### src/verilog/pwm_timer_pkg.sv
// Constants shared by the three channel PWM timer design files
`default_nettype none
package pwm_timer_pkg;

  // ==========================================================
  // Register indices (byte address is four times the index)
  localparam logic [9:0] IDX_MODE     = 10'h120;
  localparam logic [9:0] IDX_CTRL1    = 10'h121;
  localparam logic [9:0] IDX_COUNTER  = 10'h122;
  localparam logic [9:0] IDX_PERIOD   = 10'h124;
  localparam logic [9:0] IDX_CP_B     = 10'h125;
  localparam logic [9:0] IDX_CP_C     = 10'h126;
  localparam logic [9:0] IDX_CP_D     = 10'h127;
  localparam logic [9:0] IDX_STATUS   = 10'h128;
  localparam logic [9:0] IDX_CTRL2    = 10'h130;

  // ==========================================================
  // Field positions
  localparam int unsigned MODE_RUN_BIT   = 0;
  localparam int unsigned MODE_BFC_BIT   = 1;
  localparam int unsigned MODE_BFD_BIT   = 2;
  localparam int unsigned MODE_EN_LSB    = 3;
  localparam int unsigned CTRL1_CHA_BIT  = 0;
  localparam int unsigned CTRL1_INIT_LSB = 1;
  localparam int unsigned CTRL1_SRC_LSB  = 4;
  localparam int unsigned CTRL1_COUNTER_CLEAR_SELECT_BIT = 7;
  localparam int unsigned CTRL2_POL_LSB  = 0;
  localparam int unsigned CTRL2_STOP_AT_PERIOD_SELECT_BIT = 5;
  localparam int unsigned CTRL2_TRIG_LSB = 6;

  // ==========================================================
  // Reset values and fixed read bits
  localparam logic [7:0]  MODE_RESET     = 8'h00;
  localparam logic [7:0]  CTRL1_RESET    = 8'h00;
  localparam logic [7:0]  CTRL2_RESET    = 8'h18;
  localparam logic [7:0]  CTRL2_ONES     = 8'h18;
  localparam logic [7:0]  CTRL2_STORED   = 8'he7;
  localparam logic [7:0]  MODE_STORED    = 8'h3f;
  localparam logic [15:0] GEN_REG_RESET  = 16'hffff;
  localparam logic [15:0] COUNTER_RESET  = 16'h0000;
  localparam logic [15:0] COUNT_MAX      = 16'hffff;

  // ==========================================================
  // Count source codes and prescaler masks
  localparam logic [2:0] SRC_F1    = 3'h0;
  localparam logic [2:0] SRC_F2    = 3'h1;
  localparam logic [2:0] SRC_F4    = 3'h2;
  localparam logic [2:0] SRC_F8    = 3'h3;
  localparam logic [2:0] SRC_F32   = 3'h4;
  localparam logic [2:0] SRC_EXT   = 3'h5;
  localparam logic [2:0] SRC_OSC40 = 3'h6;
  localparam logic [2:0] SRC_FAST  = 3'h7;
  localparam logic [4:0] DIV2_MASK  = 5'h01;
  localparam logic [4:0] DIV4_MASK  = 5'h03;
  localparam logic [4:0] DIV8_MASK  = 5'h07;
  localparam logic [4:0] DIV32_MASK = 5'h1f;

  // ==========================================================
  // Trigger edge codes, stored only
  localparam logic [1:0] TRIG_OFF  = 2'h0;
  localparam logic [1:0] TRIG_RISE = 2'h1;
  localparam logic [1:0] TRIG_FALL = 2'h2;
  localparam logic [1:0] TRIG_BOTH = 2'h3;

  // ==========================================================
  // Bus responses
  localparam logic [1:0] RESP_OKAY   = 2'h0;
  localparam logic [1:0] RESP_SLVERR = 2'h2;

endpackage
`default_nettype wire

### src/verilog/three_channel_pwm_timer_mode.sv
// Three channel PWM timer with AXI4-Lite register slave
`default_nettype none
module three_channel_pwm_timer_mode
(
  // Clock and reset
  input  wire logic        i_clk,
  input  wire logic        i_rst_n,
  // AXI4-Lite write address and data
  input  wire logic [11:0] i_s_axi_awaddr,
  input  wire logic        i_s_axi_awvalid,
  output logic             o_s_axi_awready,
  input  wire logic [31:0] i_s_axi_wdata,
  input  wire logic [3:0]  i_s_axi_wstrb,
  input  wire logic        i_s_axi_wvalid,
  output logic             o_s_axi_wready,
  // AXI4-Lite write response
  output logic [1:0]       o_s_axi_bresp,
  output logic             o_s_axi_bvalid,
  input  wire logic        i_s_axi_bready,
  // AXI4-Lite read
  input  wire logic [11:0] i_s_axi_araddr,
  input  wire logic        i_s_axi_arvalid,
  output logic             o_s_axi_arready,
  output logic [31:0]      o_s_axi_rdata,
  output logic [1:0]       o_s_axi_rresp,
  output logic             o_s_axi_rvalid,
  input  wire logic        i_s_axi_rready,
  // Count sources
  input  wire logic        i_external_count_pin,
  input  wire logic        i_onchip_osc_40m_clock,
  input  wire logic        i_fast_onchip_osc_clock,
  // PWM pins, index 0 is channel B, 1 is C, 2 is D
  output logic [2:0]       o_channel_pin,
  output logic [2:0]       o_channel_pin_oe,
  // Event pulses, index 0 is the period match, 1..3 are B..D
  output logic [3:0]       o_match_pulse,
  output logic             o_overflow_pulse
);

  // ==========================================================
  // State
  logic [7:0]  mode_reg;
  logic [7:0]  ctrl1_reg;
  logic [7:0]  ctrl2_reg;
  logic [15:0] up_counter_reg;
  logic [15:0] period_register_reg;
  logic [15:0] change_point_b_register_reg;
  logic [15:0] change_point_c_register_reg;
  logic [15:0] change_point_d_register_reg;
  logic [9:0]  rd_idx_reg;
  logic [31:0] rdata_next;

  logic        wr_fire;
  logic [9:0]  wr_idx;
  logic        wr_ctrl1;
  logic        wr_mode;
  logic        tick;
  logic        src_tick;
  logic        counter_run_bit;
  logic        buffer_mode_c;
  logic        buffer_mode_d;
  logic        counter_clear_select;
  logic        stop_at_period_select;
  logic [2:0]  polarity;
  logic [2:0]  initial_level;
  logic [2:0]  chan_en;
  logic [15:0] cp [3];
  logic [3:0]  match;
  logic        overflow;

  // Address decode shared by the write and read paths
  function automatic logic is_mapped(input logic [9:0] idx);
    is_mapped = (idx == pwm_timer_pkg::IDX_MODE)    || (idx == pwm_timer_pkg::IDX_CTRL1)  ||
                (idx == pwm_timer_pkg::IDX_COUNTER) || (idx == pwm_timer_pkg::IDX_PERIOD) ||
                (idx == pwm_timer_pkg::IDX_CP_B)    || (idx == pwm_timer_pkg::IDX_CP_C)   ||
                (idx == pwm_timer_pkg::IDX_CP_D)    || (idx == pwm_timer_pkg::IDX_STATUS) ||
                (idx == pwm_timer_pkg::IDX_CTRL2);
  endfunction

  // Byte lane merge for the 16-bit registers
  function automatic logic [15:0] merge16(input logic [15:0] old_val, input logic [31:0] data,
                                           input logic [3:0] strb);
    merge16 = {strb[1] ? data[15:8] : old_val[15:8], strb[0] ? data[7:0] : old_val[7:0]};
  endfunction

  // ==========================================================
  // Field views
  assign counter_run_bit       = mode_reg[pwm_timer_pkg::MODE_RUN_BIT];
  assign buffer_mode_c         = mode_reg[pwm_timer_pkg::MODE_BFC_BIT];
  assign buffer_mode_d         = mode_reg[pwm_timer_pkg::MODE_BFD_BIT];
  assign counter_clear_select  = ctrl1_reg[pwm_timer_pkg::CTRL1_COUNTER_CLEAR_SELECT_BIT];
  assign initial_level         = ctrl1_reg[pwm_timer_pkg::CTRL1_INIT_LSB +: 3];
  assign polarity              = ctrl2_reg[pwm_timer_pkg::CTRL2_POL_LSB +: 3];
  assign stop_at_period_select = ctrl2_reg[pwm_timer_pkg::CTRL2_STOP_AT_PERIOD_SELECT_BIT];
  // Buffered registers stop driving their own pin
  assign chan_en = mode_reg[pwm_timer_pkg::MODE_EN_LSB +: 3] & {~buffer_mode_d, ~buffer_mode_c, 1'b1};
  assign cp[0] = change_point_b_register_reg;
  assign cp[1] = change_point_c_register_reg;
  assign cp[2] = change_point_d_register_reg;

  // ==========================================================
  // AXI4-Lite write path: address and data are taken in the same cycle
  assign wr_fire  = o_s_axi_awready;
  assign wr_idx   = i_s_axi_awaddr[11:2];
  assign wr_ctrl1 = wr_fire && i_s_axi_wstrb[0] && (wr_idx == pwm_timer_pkg::IDX_CTRL1);
  assign wr_mode  = wr_fire && i_s_axi_wstrb[0] && (wr_idx == pwm_timer_pkg::IDX_MODE);

  always_ff @(posedge i_clk or negedge i_rst_n)
  begin
    if (!i_rst_n)
    begin
      o_s_axi_awready <= 1'b0;
      o_s_axi_wready  <= 1'b0;
    end
    else
    begin
      o_s_axi_awready <= i_s_axi_awvalid && i_s_axi_wvalid && !o_s_axi_awready && !o_s_axi_bvalid;
      o_s_axi_wready  <= i_s_axi_awvalid && i_s_axi_wvalid && !o_s_axi_awready && !o_s_axi_bvalid;
    end
  end

  // Write response, error for unmapped addresses
  always_ff @(posedge i_clk or negedge i_rst_n)
  begin
    if (!i_rst_n)
    begin
      o_s_axi_bvalid <= 1'b0;
      o_s_axi_bresp  <= pwm_timer_pkg::RESP_OKAY;
    end
    else if (wr_fire)
    begin
      o_s_axi_bvalid <= 1'b1;
      o_s_axi_bresp  <= is_mapped(wr_idx) ? pwm_timer_pkg::RESP_OKAY : pwm_timer_pkg::RESP_SLVERR;
    end
    else if (i_s_axi_bready)
      o_s_axi_bvalid <= 1'b0;
  end

  // ==========================================================
  // Control registers; a software write to run wins over the hardware stop
  always_ff @(posedge i_clk or negedge i_rst_n)
  begin
    if (!i_rst_n)
      mode_reg <= pwm_timer_pkg::MODE_RESET;
    else if (wr_mode)
      mode_reg <= i_s_axi_wdata[7:0] & pwm_timer_pkg::MODE_STORED;
    else if (tick && match[0] && stop_at_period_select)
      mode_reg[pwm_timer_pkg::MODE_RUN_BIT] <= 1'b0;
  end

  // Channel A bit and trigger field are kept for read back only
  always_ff @(posedge i_clk or negedge i_rst_n)
  begin
    if (!i_rst_n)
    begin
      ctrl1_reg <= pwm_timer_pkg::CTRL1_RESET;
      ctrl2_reg <= pwm_timer_pkg::CTRL2_RESET & pwm_timer_pkg::CTRL2_STORED;
    end
    else if (wr_fire && i_s_axi_wstrb[0])
    begin
      if (wr_idx == pwm_timer_pkg::IDX_CTRL1)
        ctrl1_reg <= i_s_axi_wdata[7:0];
      if (wr_idx == pwm_timer_pkg::IDX_CTRL2)
        ctrl2_reg <= i_s_axi_wdata[7:0] & pwm_timer_pkg::CTRL2_STORED;
    end
  end

  // ==========================================================
  // Count source prescaler
  count_source_sel u_src
  (
    .i_clk       (i_clk),
    .i_rst_n     (i_rst_n),
    .i_src_sel   (ctrl1_reg[pwm_timer_pkg::CTRL1_SRC_LSB +: 3]),
    .i_ext_count (i_external_count_pin),
    .i_osc40m    (i_onchip_osc_40m_clock),
    .i_fast_osc  (i_fast_onchip_osc_clock),
    .o_tick      (src_tick)
  );

  // Compare matches are judged on the value the tick moves away from
  assign tick     = src_tick && counter_run_bit;
  assign match[0] = up_counter_reg == period_register_reg;
  assign overflow = (up_counter_reg == pwm_timer_pkg::COUNT_MAX) &&
                    !(match[0] && (counter_clear_select || stop_at_period_select));

  generate
    for (genvar g = 0; g < 3; g++)
    begin : g_match
      assign match[g + 1] = up_counter_reg == cp[g];
    end
  endgenerate

  // ==========================================================
  // Up counter; a software write wins over counting
  always_ff @(posedge i_clk or negedge i_rst_n)
  begin
    if (!i_rst_n)
      up_counter_reg <= pwm_timer_pkg::COUNTER_RESET;
    else if (wr_fire && wr_idx == pwm_timer_pkg::IDX_COUNTER)
      up_counter_reg <= merge16(up_counter_reg, i_s_axi_wdata, i_s_axi_wstrb);
    else if (tick)
    begin
      if (match[0] && stop_at_period_select)
        up_counter_reg <= up_counter_reg;
      else if (match[0] && counter_clear_select)
        up_counter_reg <= 16'h0000;
      else
        up_counter_reg <= up_counter_reg + 16'h0001;
    end
  end

  // General registers with buffer transfer at the period match
  always_ff @(posedge i_clk or negedge i_rst_n)
  begin
    if (!i_rst_n)
    begin
      period_register_reg         <= pwm_timer_pkg::GEN_REG_RESET;
      change_point_b_register_reg <= pwm_timer_pkg::GEN_REG_RESET;
      change_point_c_register_reg <= pwm_timer_pkg::GEN_REG_RESET;
      change_point_d_register_reg <= pwm_timer_pkg::GEN_REG_RESET;
    end
    else
    begin
      if (wr_fire && wr_idx == pwm_timer_pkg::IDX_PERIOD)
        period_register_reg <= merge16(period_register_reg, i_s_axi_wdata, i_s_axi_wstrb);
      else if (tick && match[0] && buffer_mode_c)
        period_register_reg <= change_point_c_register_reg;
      if (wr_fire && wr_idx == pwm_timer_pkg::IDX_CP_B)
        change_point_b_register_reg <= merge16(change_point_b_register_reg, i_s_axi_wdata,
                                               i_s_axi_wstrb);
      else if (tick && match[0] && buffer_mode_d)
        change_point_b_register_reg <= change_point_d_register_reg;
      if (wr_fire && wr_idx == pwm_timer_pkg::IDX_CP_C)
        change_point_c_register_reg <= merge16(change_point_c_register_reg, i_s_axi_wdata,
                                               i_s_axi_wstrb);
      if (wr_fire && wr_idx == pwm_timer_pkg::IDX_CP_D)
        change_point_d_register_reg <= merge16(change_point_d_register_reg, i_s_axi_wdata,
                                               i_s_axi_wstrb);
    end
  end

  // ==========================================================
  // PWM pins; level is stored as pin level so a polarity change waits for an event
  generate
    for (genvar g = 0; g < 3; g++)
    begin : g_pin
      always_ff @(posedge i_clk or negedge i_rst_n)
      begin
        if (!i_rst_n)
          o_channel_pin[g] <= 1'b1;
        else if (wr_ctrl1 && chan_en[g])
          o_channel_pin[g] <= i_s_axi_wdata[pwm_timer_pkg::CTRL1_INIT_LSB + g] ?
                              polarity[g] : ~polarity[g];
        else if (tick && chan_en[g] && cp[g] != period_register_reg)
        begin
          if (match[0])
            o_channel_pin[g] <= ~polarity[g];
          else if (match[g + 1])
            o_channel_pin[g] <= polarity[g];
        end
      end
    end
  endgenerate

  // Output enables follow the channel enables
  always_ff @(posedge i_clk or negedge i_rst_n)
  begin
    if (!i_rst_n)
      o_channel_pin_oe <= 3'h0;
    else
      o_channel_pin_oe <= chan_en;
  end

  // Event pulses
  always_ff @(posedge i_clk or negedge i_rst_n)
  begin
    if (!i_rst_n)
    begin
      o_match_pulse    <= 4'h0;
      o_overflow_pulse <= 1'b0;
    end
    else
    begin
      o_match_pulse    <= tick ? match : 4'h0;
      o_overflow_pulse <= tick && overflow;
    end
  end

  // ==========================================================
  // AXI4-Lite read path, one read at a time
  always_comb
  begin
    rdata_next = 32'h0000_0000;
    unique case (i_s_axi_araddr[11:2])
      pwm_timer_pkg::IDX_MODE:    rdata_next[7:0]  = mode_reg;
      pwm_timer_pkg::IDX_CTRL1:   rdata_next[7:0]  = ctrl1_reg;
      pwm_timer_pkg::IDX_CTRL2:   rdata_next[7:0]  = ctrl2_reg | pwm_timer_pkg::CTRL2_ONES;
      pwm_timer_pkg::IDX_COUNTER: rdata_next[15:0] = up_counter_reg;
      pwm_timer_pkg::IDX_PERIOD:  rdata_next[15:0] = period_register_reg;
      pwm_timer_pkg::IDX_CP_B:    rdata_next[15:0] = change_point_b_register_reg;
      pwm_timer_pkg::IDX_CP_C:    rdata_next[15:0] = change_point_c_register_reg;
      pwm_timer_pkg::IDX_CP_D:    rdata_next[15:0] = change_point_d_register_reg;
      pwm_timer_pkg::IDX_STATUS:  rdata_next[5:0]  = {o_channel_pin_oe, o_channel_pin};
      default:                    rdata_next       = 32'h0000_0000;
    endcase
  end

  always_ff @(posedge i_clk or negedge i_rst_n)
  begin
    if (!i_rst_n)
      o_s_axi_arready <= 1'b0;
    else
      o_s_axi_arready <= i_s_axi_arvalid && !o_s_axi_arready && !o_s_axi_rvalid;
  end

  // Data are captured in the accepting cycle
  always_ff @(posedge i_clk or negedge i_rst_n)
  begin
    if (!i_rst_n)
    begin
      o_s_axi_rvalid <= 1'b0;
      o_s_axi_rdata  <= 32'h0000_0000;
      o_s_axi_rresp  <= pwm_timer_pkg::RESP_OKAY;
      rd_idx_reg     <= 10'h000;
    end
    else if (o_s_axi_arready)
    begin
      o_s_axi_rvalid <= 1'b1;
      o_s_axi_rdata  <= rdata_next;
      rd_idx_reg     <= i_s_axi_araddr[11:2];
      o_s_axi_rresp  <= is_mapped(i_s_axi_araddr[11:2]) ? pwm_timer_pkg::RESP_OKAY :
                        pwm_timer_pkg::RESP_SLVERR;
    end
    else if (i_s_axi_rready)
      o_s_axi_rvalid <= 1'b0;
  end
endmodule
`default_nettype wire

### src/verilog/count_source_sel.sv
// Count source selector: prescaler and edge detectors giving a count tick
`default_nettype none
module count_source_sel
(
  // Clock and reset
  input  wire logic       i_clk,
  input  wire logic       i_rst_n,
  // Selection and sources
  input  wire logic [2:0] i_src_sel,
  input  wire logic       i_ext_count,
  input  wire logic       i_osc40m,
  input  wire logic       i_fast_osc,
  // Count tick
  output logic            o_tick
);

  logic [4:0] div_reg;
  logic [2:0] prev_reg;
  logic       tick_next;

  // ==========================================================
  // Free running prescaler, all divided rates share it
  always_ff @(posedge i_clk or negedge i_rst_n)
  begin
    if (!i_rst_n)
      div_reg <= 5'h00;
    else
      div_reg <= div_reg + 5'h01;
  end

  // Previous source levels for rising edge detection
  always_ff @(posedge i_clk or negedge i_rst_n)
  begin
    if (!i_rst_n)
      prev_reg <= 3'h7;
    else
      prev_reg <= {i_fast_osc, i_osc40m, i_ext_count};
  end

  // Source decode; the fast oscillator is only counted correctly below half the clock
  always_comb
  begin
    unique case (i_src_sel)
      pwm_timer_pkg::SRC_F1:    tick_next = 1'b1;
      pwm_timer_pkg::SRC_F2:    tick_next = (div_reg & pwm_timer_pkg::DIV2_MASK) == pwm_timer_pkg::DIV2_MASK;
      pwm_timer_pkg::SRC_F4:    tick_next = (div_reg & pwm_timer_pkg::DIV4_MASK) == pwm_timer_pkg::DIV4_MASK;
      pwm_timer_pkg::SRC_F8:    tick_next = (div_reg & pwm_timer_pkg::DIV8_MASK) == pwm_timer_pkg::DIV8_MASK;
      pwm_timer_pkg::SRC_F32:   tick_next = div_reg == pwm_timer_pkg::DIV32_MASK;
      pwm_timer_pkg::SRC_EXT:   tick_next = i_ext_count & ~prev_reg[0];
      pwm_timer_pkg::SRC_OSC40: tick_next = i_osc40m & ~prev_reg[1];
      pwm_timer_pkg::SRC_FAST:  tick_next = i_fast_osc & ~prev_reg[2];
    endcase
  end

  // Registered tick, one cycle of latency for every source
  always_ff @(posedge i_clk or negedge i_rst_n)
  begin
    if (!i_rst_n)
      o_tick <= 1'b0;
    else
      o_tick <= tick_next;
  end

endmodule
`default_nettype wire

### config.mk
export PLATFORM = sky130hd
export DESIGN_NAME = three_channel_pwm_timer_mode
export DESIGN_NICKNAME = d
export VERILOG_FILES = /design/src/verilog/pwm_timer_pkg.sv /design/src/verilog/three_channel_pwm_timer_mode.sv /design/src/verilog/count_source_sel.sv
export SDC_FILE = /design/constraint.sdc
export NUM_CORES = 1
export LEC_CHECK = 0
export BUFFER_PORTS_ARGS = -buffer_cell sky130_fd_sc_hd__buf_2
export CORE_AREA = 2 2 125 127
export CTS_BUF_LIST = sky130_fd_sc_hd__clkbuf_8 sky130_fd_sc_hd__clkbuf_16
export DETAILED_ROUTE_END_ITERATION = 10
export DIE_AREA = 0 0 127 129
export PLACE_DENSITY_LB_ADDON = 0.15
export SLEW_MARGIN = 20
export SYNTH_ARGS = -nofsm -noshare
export SYNTH_HDL_FRONTEND = slang
export SYNTH_HIERARCHICAL = 1
export SYNTH_SLANG_ARGS = --single-unit
### constraint.sdc
create_clock -name i_clk -period 4.08 [get_ports i_clk]
set_clock_uncertainty 0.2 [all_clocks]
set_input_delay 0.408 -clock i_clk [delete_from_list [all_inputs] [get_ports i_clk]]
set_output_delay 0.408 -clock i_clk [all_outputs]
set_load 0.005 [all_outputs]
==> metrics.csv <==
stage,metric,value,unit
status,status,finished clean,
power,p_int,2.48,mW
cells_and_area,drive_above_1_share,28.9,%
detailed_routing,routed_via_density,6.40,
placed_design,place_area,9540,sq um
logic_synthesis,synthArstFlopShare,100,%
logic_synthesis,yosys.cell_types.count,77,
job,cap_violations,0,
detailed_routing,firstDrtPassIters,6,
critical_path,crit_family,simple AND/OR/NAND/NOR gates,
critical_path,worstSetupStartpoint,up_counter_reg[4],
floorplanning,die-area,16400,sq um
floorplanning,ios,122,
sta,hold_viol_final,0,
grt,antenna_found_initial,0,
logic_synthesis,synth_top_cell_area_share,19.9,%
sta,rsz0062_at_grt,no,
cells_and_area,fin_area,10200,sq um
min_path,hp-class,in2reg,
critical_path,endpoint_kind,flip-flop,
power,p_total,3.30,mW
critical_path,crit_type,reg2reg,
logic_synthesis,synth_seq_cells,142,
logic_synthesis,synth_flop_cell,dfrtp_1,
sta,drv_slew,0,
critical_path,reg2reg_setup_slack,0.89,ns
critical_path,cp-endpoint,change_point_b_register_reg[15],
floorplanning,rows,45,
logic_synthesis,synth_top_area_cell,dfstp_2,
critical_path,path_depth,7,
cells_and_area,mostFrequentLayoutCell,buf_2,
cells_and_area,area_growth,9.98,%
critical_path,cp_max_fo,16,
power,p_sw_share,24.9,%
detailed_routing,drt_iter0_markers,904,
floorplanning,die_h,129,microns
critical_path,reg2reg_from,up_counter_reg[4],
cells_and_area,final_nets,1044,
detailed_routing,drc,0,
clock_tree,cts_tree,done,
logic_synthesis,yosys_warnings,6,
sta,fin_crit,3.19,ns
power,seqPwrFrac,45.1,%
cells_and_area,n_fill_cell,1225,
clock_tree,cts_sinks,142,
grt,grt_pass1_wl,42200,microns
grt,overflow,0,
critical_path,critPathRequiredTime,4.23,ns
detailed_routing,postRouteAntennaNets,0,
critical_path,arrival,3.35,ns
critical_path,crit_path_start_kind,flip-flop,
cells_and_area,layout_common_cells,"buf_2, dfrtp_1, dfstp_2",
detailed_routing,via_count,7492,
detailed_routing,wl,27200,microns
clock_tree,post_cts_buffers,0,
sta,period_share,78.2,%
logic_synthesis,avgSynthCellArea,10.1,sq um
grt,grt_max_degree,94,
detailed_routing,wl_per_cell,23.2,microns
sta,fin_tns_setup,0,ns
logic_synthesis,yosys-top-cells-area,"dfstp_2, dfrtp_1, mux2_2",
floorplanning,core_area,15000,sq um
sta,finalSetupViolations,0,
placed_design,portBuffers,81,
power,pwr-share-comb,7.4,%
logic_synthesis,synth_edf_count,0,
power,power_density,325,nW/um^2
critical_path,slowest_delay,0.73,ns
floorplanning,start_util,61.8,%
critical_path,rr_worst_depth,7,
grt,grt_use_total,34.5,%
sta,max_slew_margin,40.0,%
power,p_sw,823,uW
critical_path,critPathBufInv,1,
grt,grt_pass1_vias,7114,
critical_path,crit_slowest_cell,and4_1,
power,clkPwrFrac,47.5,%
placed_design,gp_congestion,0.961,
clock_tree,cts.clk_slew.worst_paths,0.06,ns
power,p_leak,4.43,nW
cells_and_area,num_antenna_cells,0,
critical_path,r2r-end,change_point_b_register_reg[15],
sta,worst_pin_slew,0.898,ns
clock_tree,clockBufferDepth,2,
placed_design,dpl.hpwl,19700,microns
power,ir_drop,0.306,mV
logic_synthesis,syn-cell-area,9250,sq um
sta,max_freq,313,MHz
logic_synthesis,syn_inst,918,
clock_tree,insertion_delay,0.44,ns
floorplanning,die-width,127,microns
clock_tree,htreeDepth,4,
clock_tree,root_buffer,clkbuf_16,
logic_synthesis,synth-seq-area-share,39.4,%
clock_tree,numCtsBuffers,17,
critical_path,path_cells,"xor2_1, nor4_4, and4_1, buf_4, a41o_2, nor2_1, a21oi_1",
-- cells in the mapped netlist (25+ instances only) --
cell type  number
a21oi_1        42
buf_4          32
dfrtp_1        72
dfstp_2        70
inv_1          28
mux2_2         48
mux2i_1        41
nand2_1        50
nor2_1         69
o21ai_0        29
o22ai_1        25
xnor2_1        60
xor2_1         54
-- final cells by class --
| cell class | count | area [sq um] | share of cell area [%] |
|---|---|---|---|
| clock buffer | 19 | 453 | 4.45 |
| clock inverter | 13 | 140 | 1.38 |
| inverter | 28 | 105 | 1.03 |
| multi-input combinational | 679 | 5010 | 49.2 |
| sequential | 142 | 3640 | 35.8 |
| tap | 188 | 235 | 2.31 |
| timing repair buffer | 102 | 592 | 5.82 |
-- worst min-delay path by stage --
stage | startpoint | end | slack (ns) | cells after the start
after floorplan | i_rst_n | ctrl1_reg[0] | -0.09 | 0
final | i_s_axi_wvalid | o_s_axi_wready | 0.02 | 2
after global placement | i_rst_n | o_s_axi_rresp[1] | 0.17 | 1
after global routing | i_s_axi_wvalid | o_s_axi_wready | 0.02 | 2
after CTS | i_s_axi_wvalid | o_s_axi_wready | 0.02 | 2
after detailed placement | i_rst_n | o_s_axi_arready | 0.17 | 1
-- power groups by stage --
stage / Combinational [mW] / Clock (mW) / Sequential [mW]
2_1_floorplan: 0.130 / 0 / 1.50
3_3_place_gp: 0.238 / 0 / 1.51
4_1_cts: 0.242 / 1.57 / 1.49
5_1_grt: 0.269 / 1.63 / 1.49
6_report: 0.244 / 1.57 / 1.49
3_5_place_dp: 0.239 / 0 / 1.51
-- cell families (layout without fill, tap and decap cells) --
logic type / Yosys count / after routing / synth area share, %
other: 1 / 18 / 0.0405
and+or+nand+nor: 253 / 253 / 15.2
muxes: 97 / 97 / 12.1
buffers and inverters: 114 / 162 / 7.20
xor gates and xnor gates: 116 / 116 / 11.1
AOI/OAI and AO/OA: 191 / 191 / 14.3
DFF: 142 / 142 / 39.4
adders and majority gates: 4 / 4 / 0.541
-- stage by stage --
| step | cells | hold slack, ns | util [%] | setup slack, ns |
|---|---|---|---|---|
| after floorplan | 935 | -0.0876 | - | 1.70 |
| after CTS | 1171 | 0.0152 | 67.9 | 0.999 |
| after global placement | 1135 | 0.172 | 63.7 | 1.08 |
| final | 1171 | 0.0212 | 67.9 | 0.888 |
| after global routing | 1171 | 0.0163 | 67.9 | 0.799 |
| after detailed placement | 1135 | 0.170 | 63.7 | 1.04 |
-- worst register-to-register path, cell delays in order, from the launching register on --
cell and delay [ns]:
dfrtp_1 0.60, xor2_1 0.19, nor4_4 0.43, and4_1 0.73, buf_4 0.26, a41o_2 0.47, nor2_1 0.09, a21oi_1 0.15
-- repair_timing --
action / CTS / global route
gates resized for setup: 0 / 0
endpoints found under the hold margin: 30 / 0
hold buffers: 4 / 0
-- per-layer routing --
layer,share of wire [%],vias up,global-route usage [%],wire length (microns)
met1,43,3654,48.9,11600
met3,10,50,7.94,2770
met5,0,-,0,0
met4,2.2,0,10.5,605
li1,-,3351,-,-
met2,45,437,53.1,12200
No activity file was read; power rests on OpenSTA's default activity.
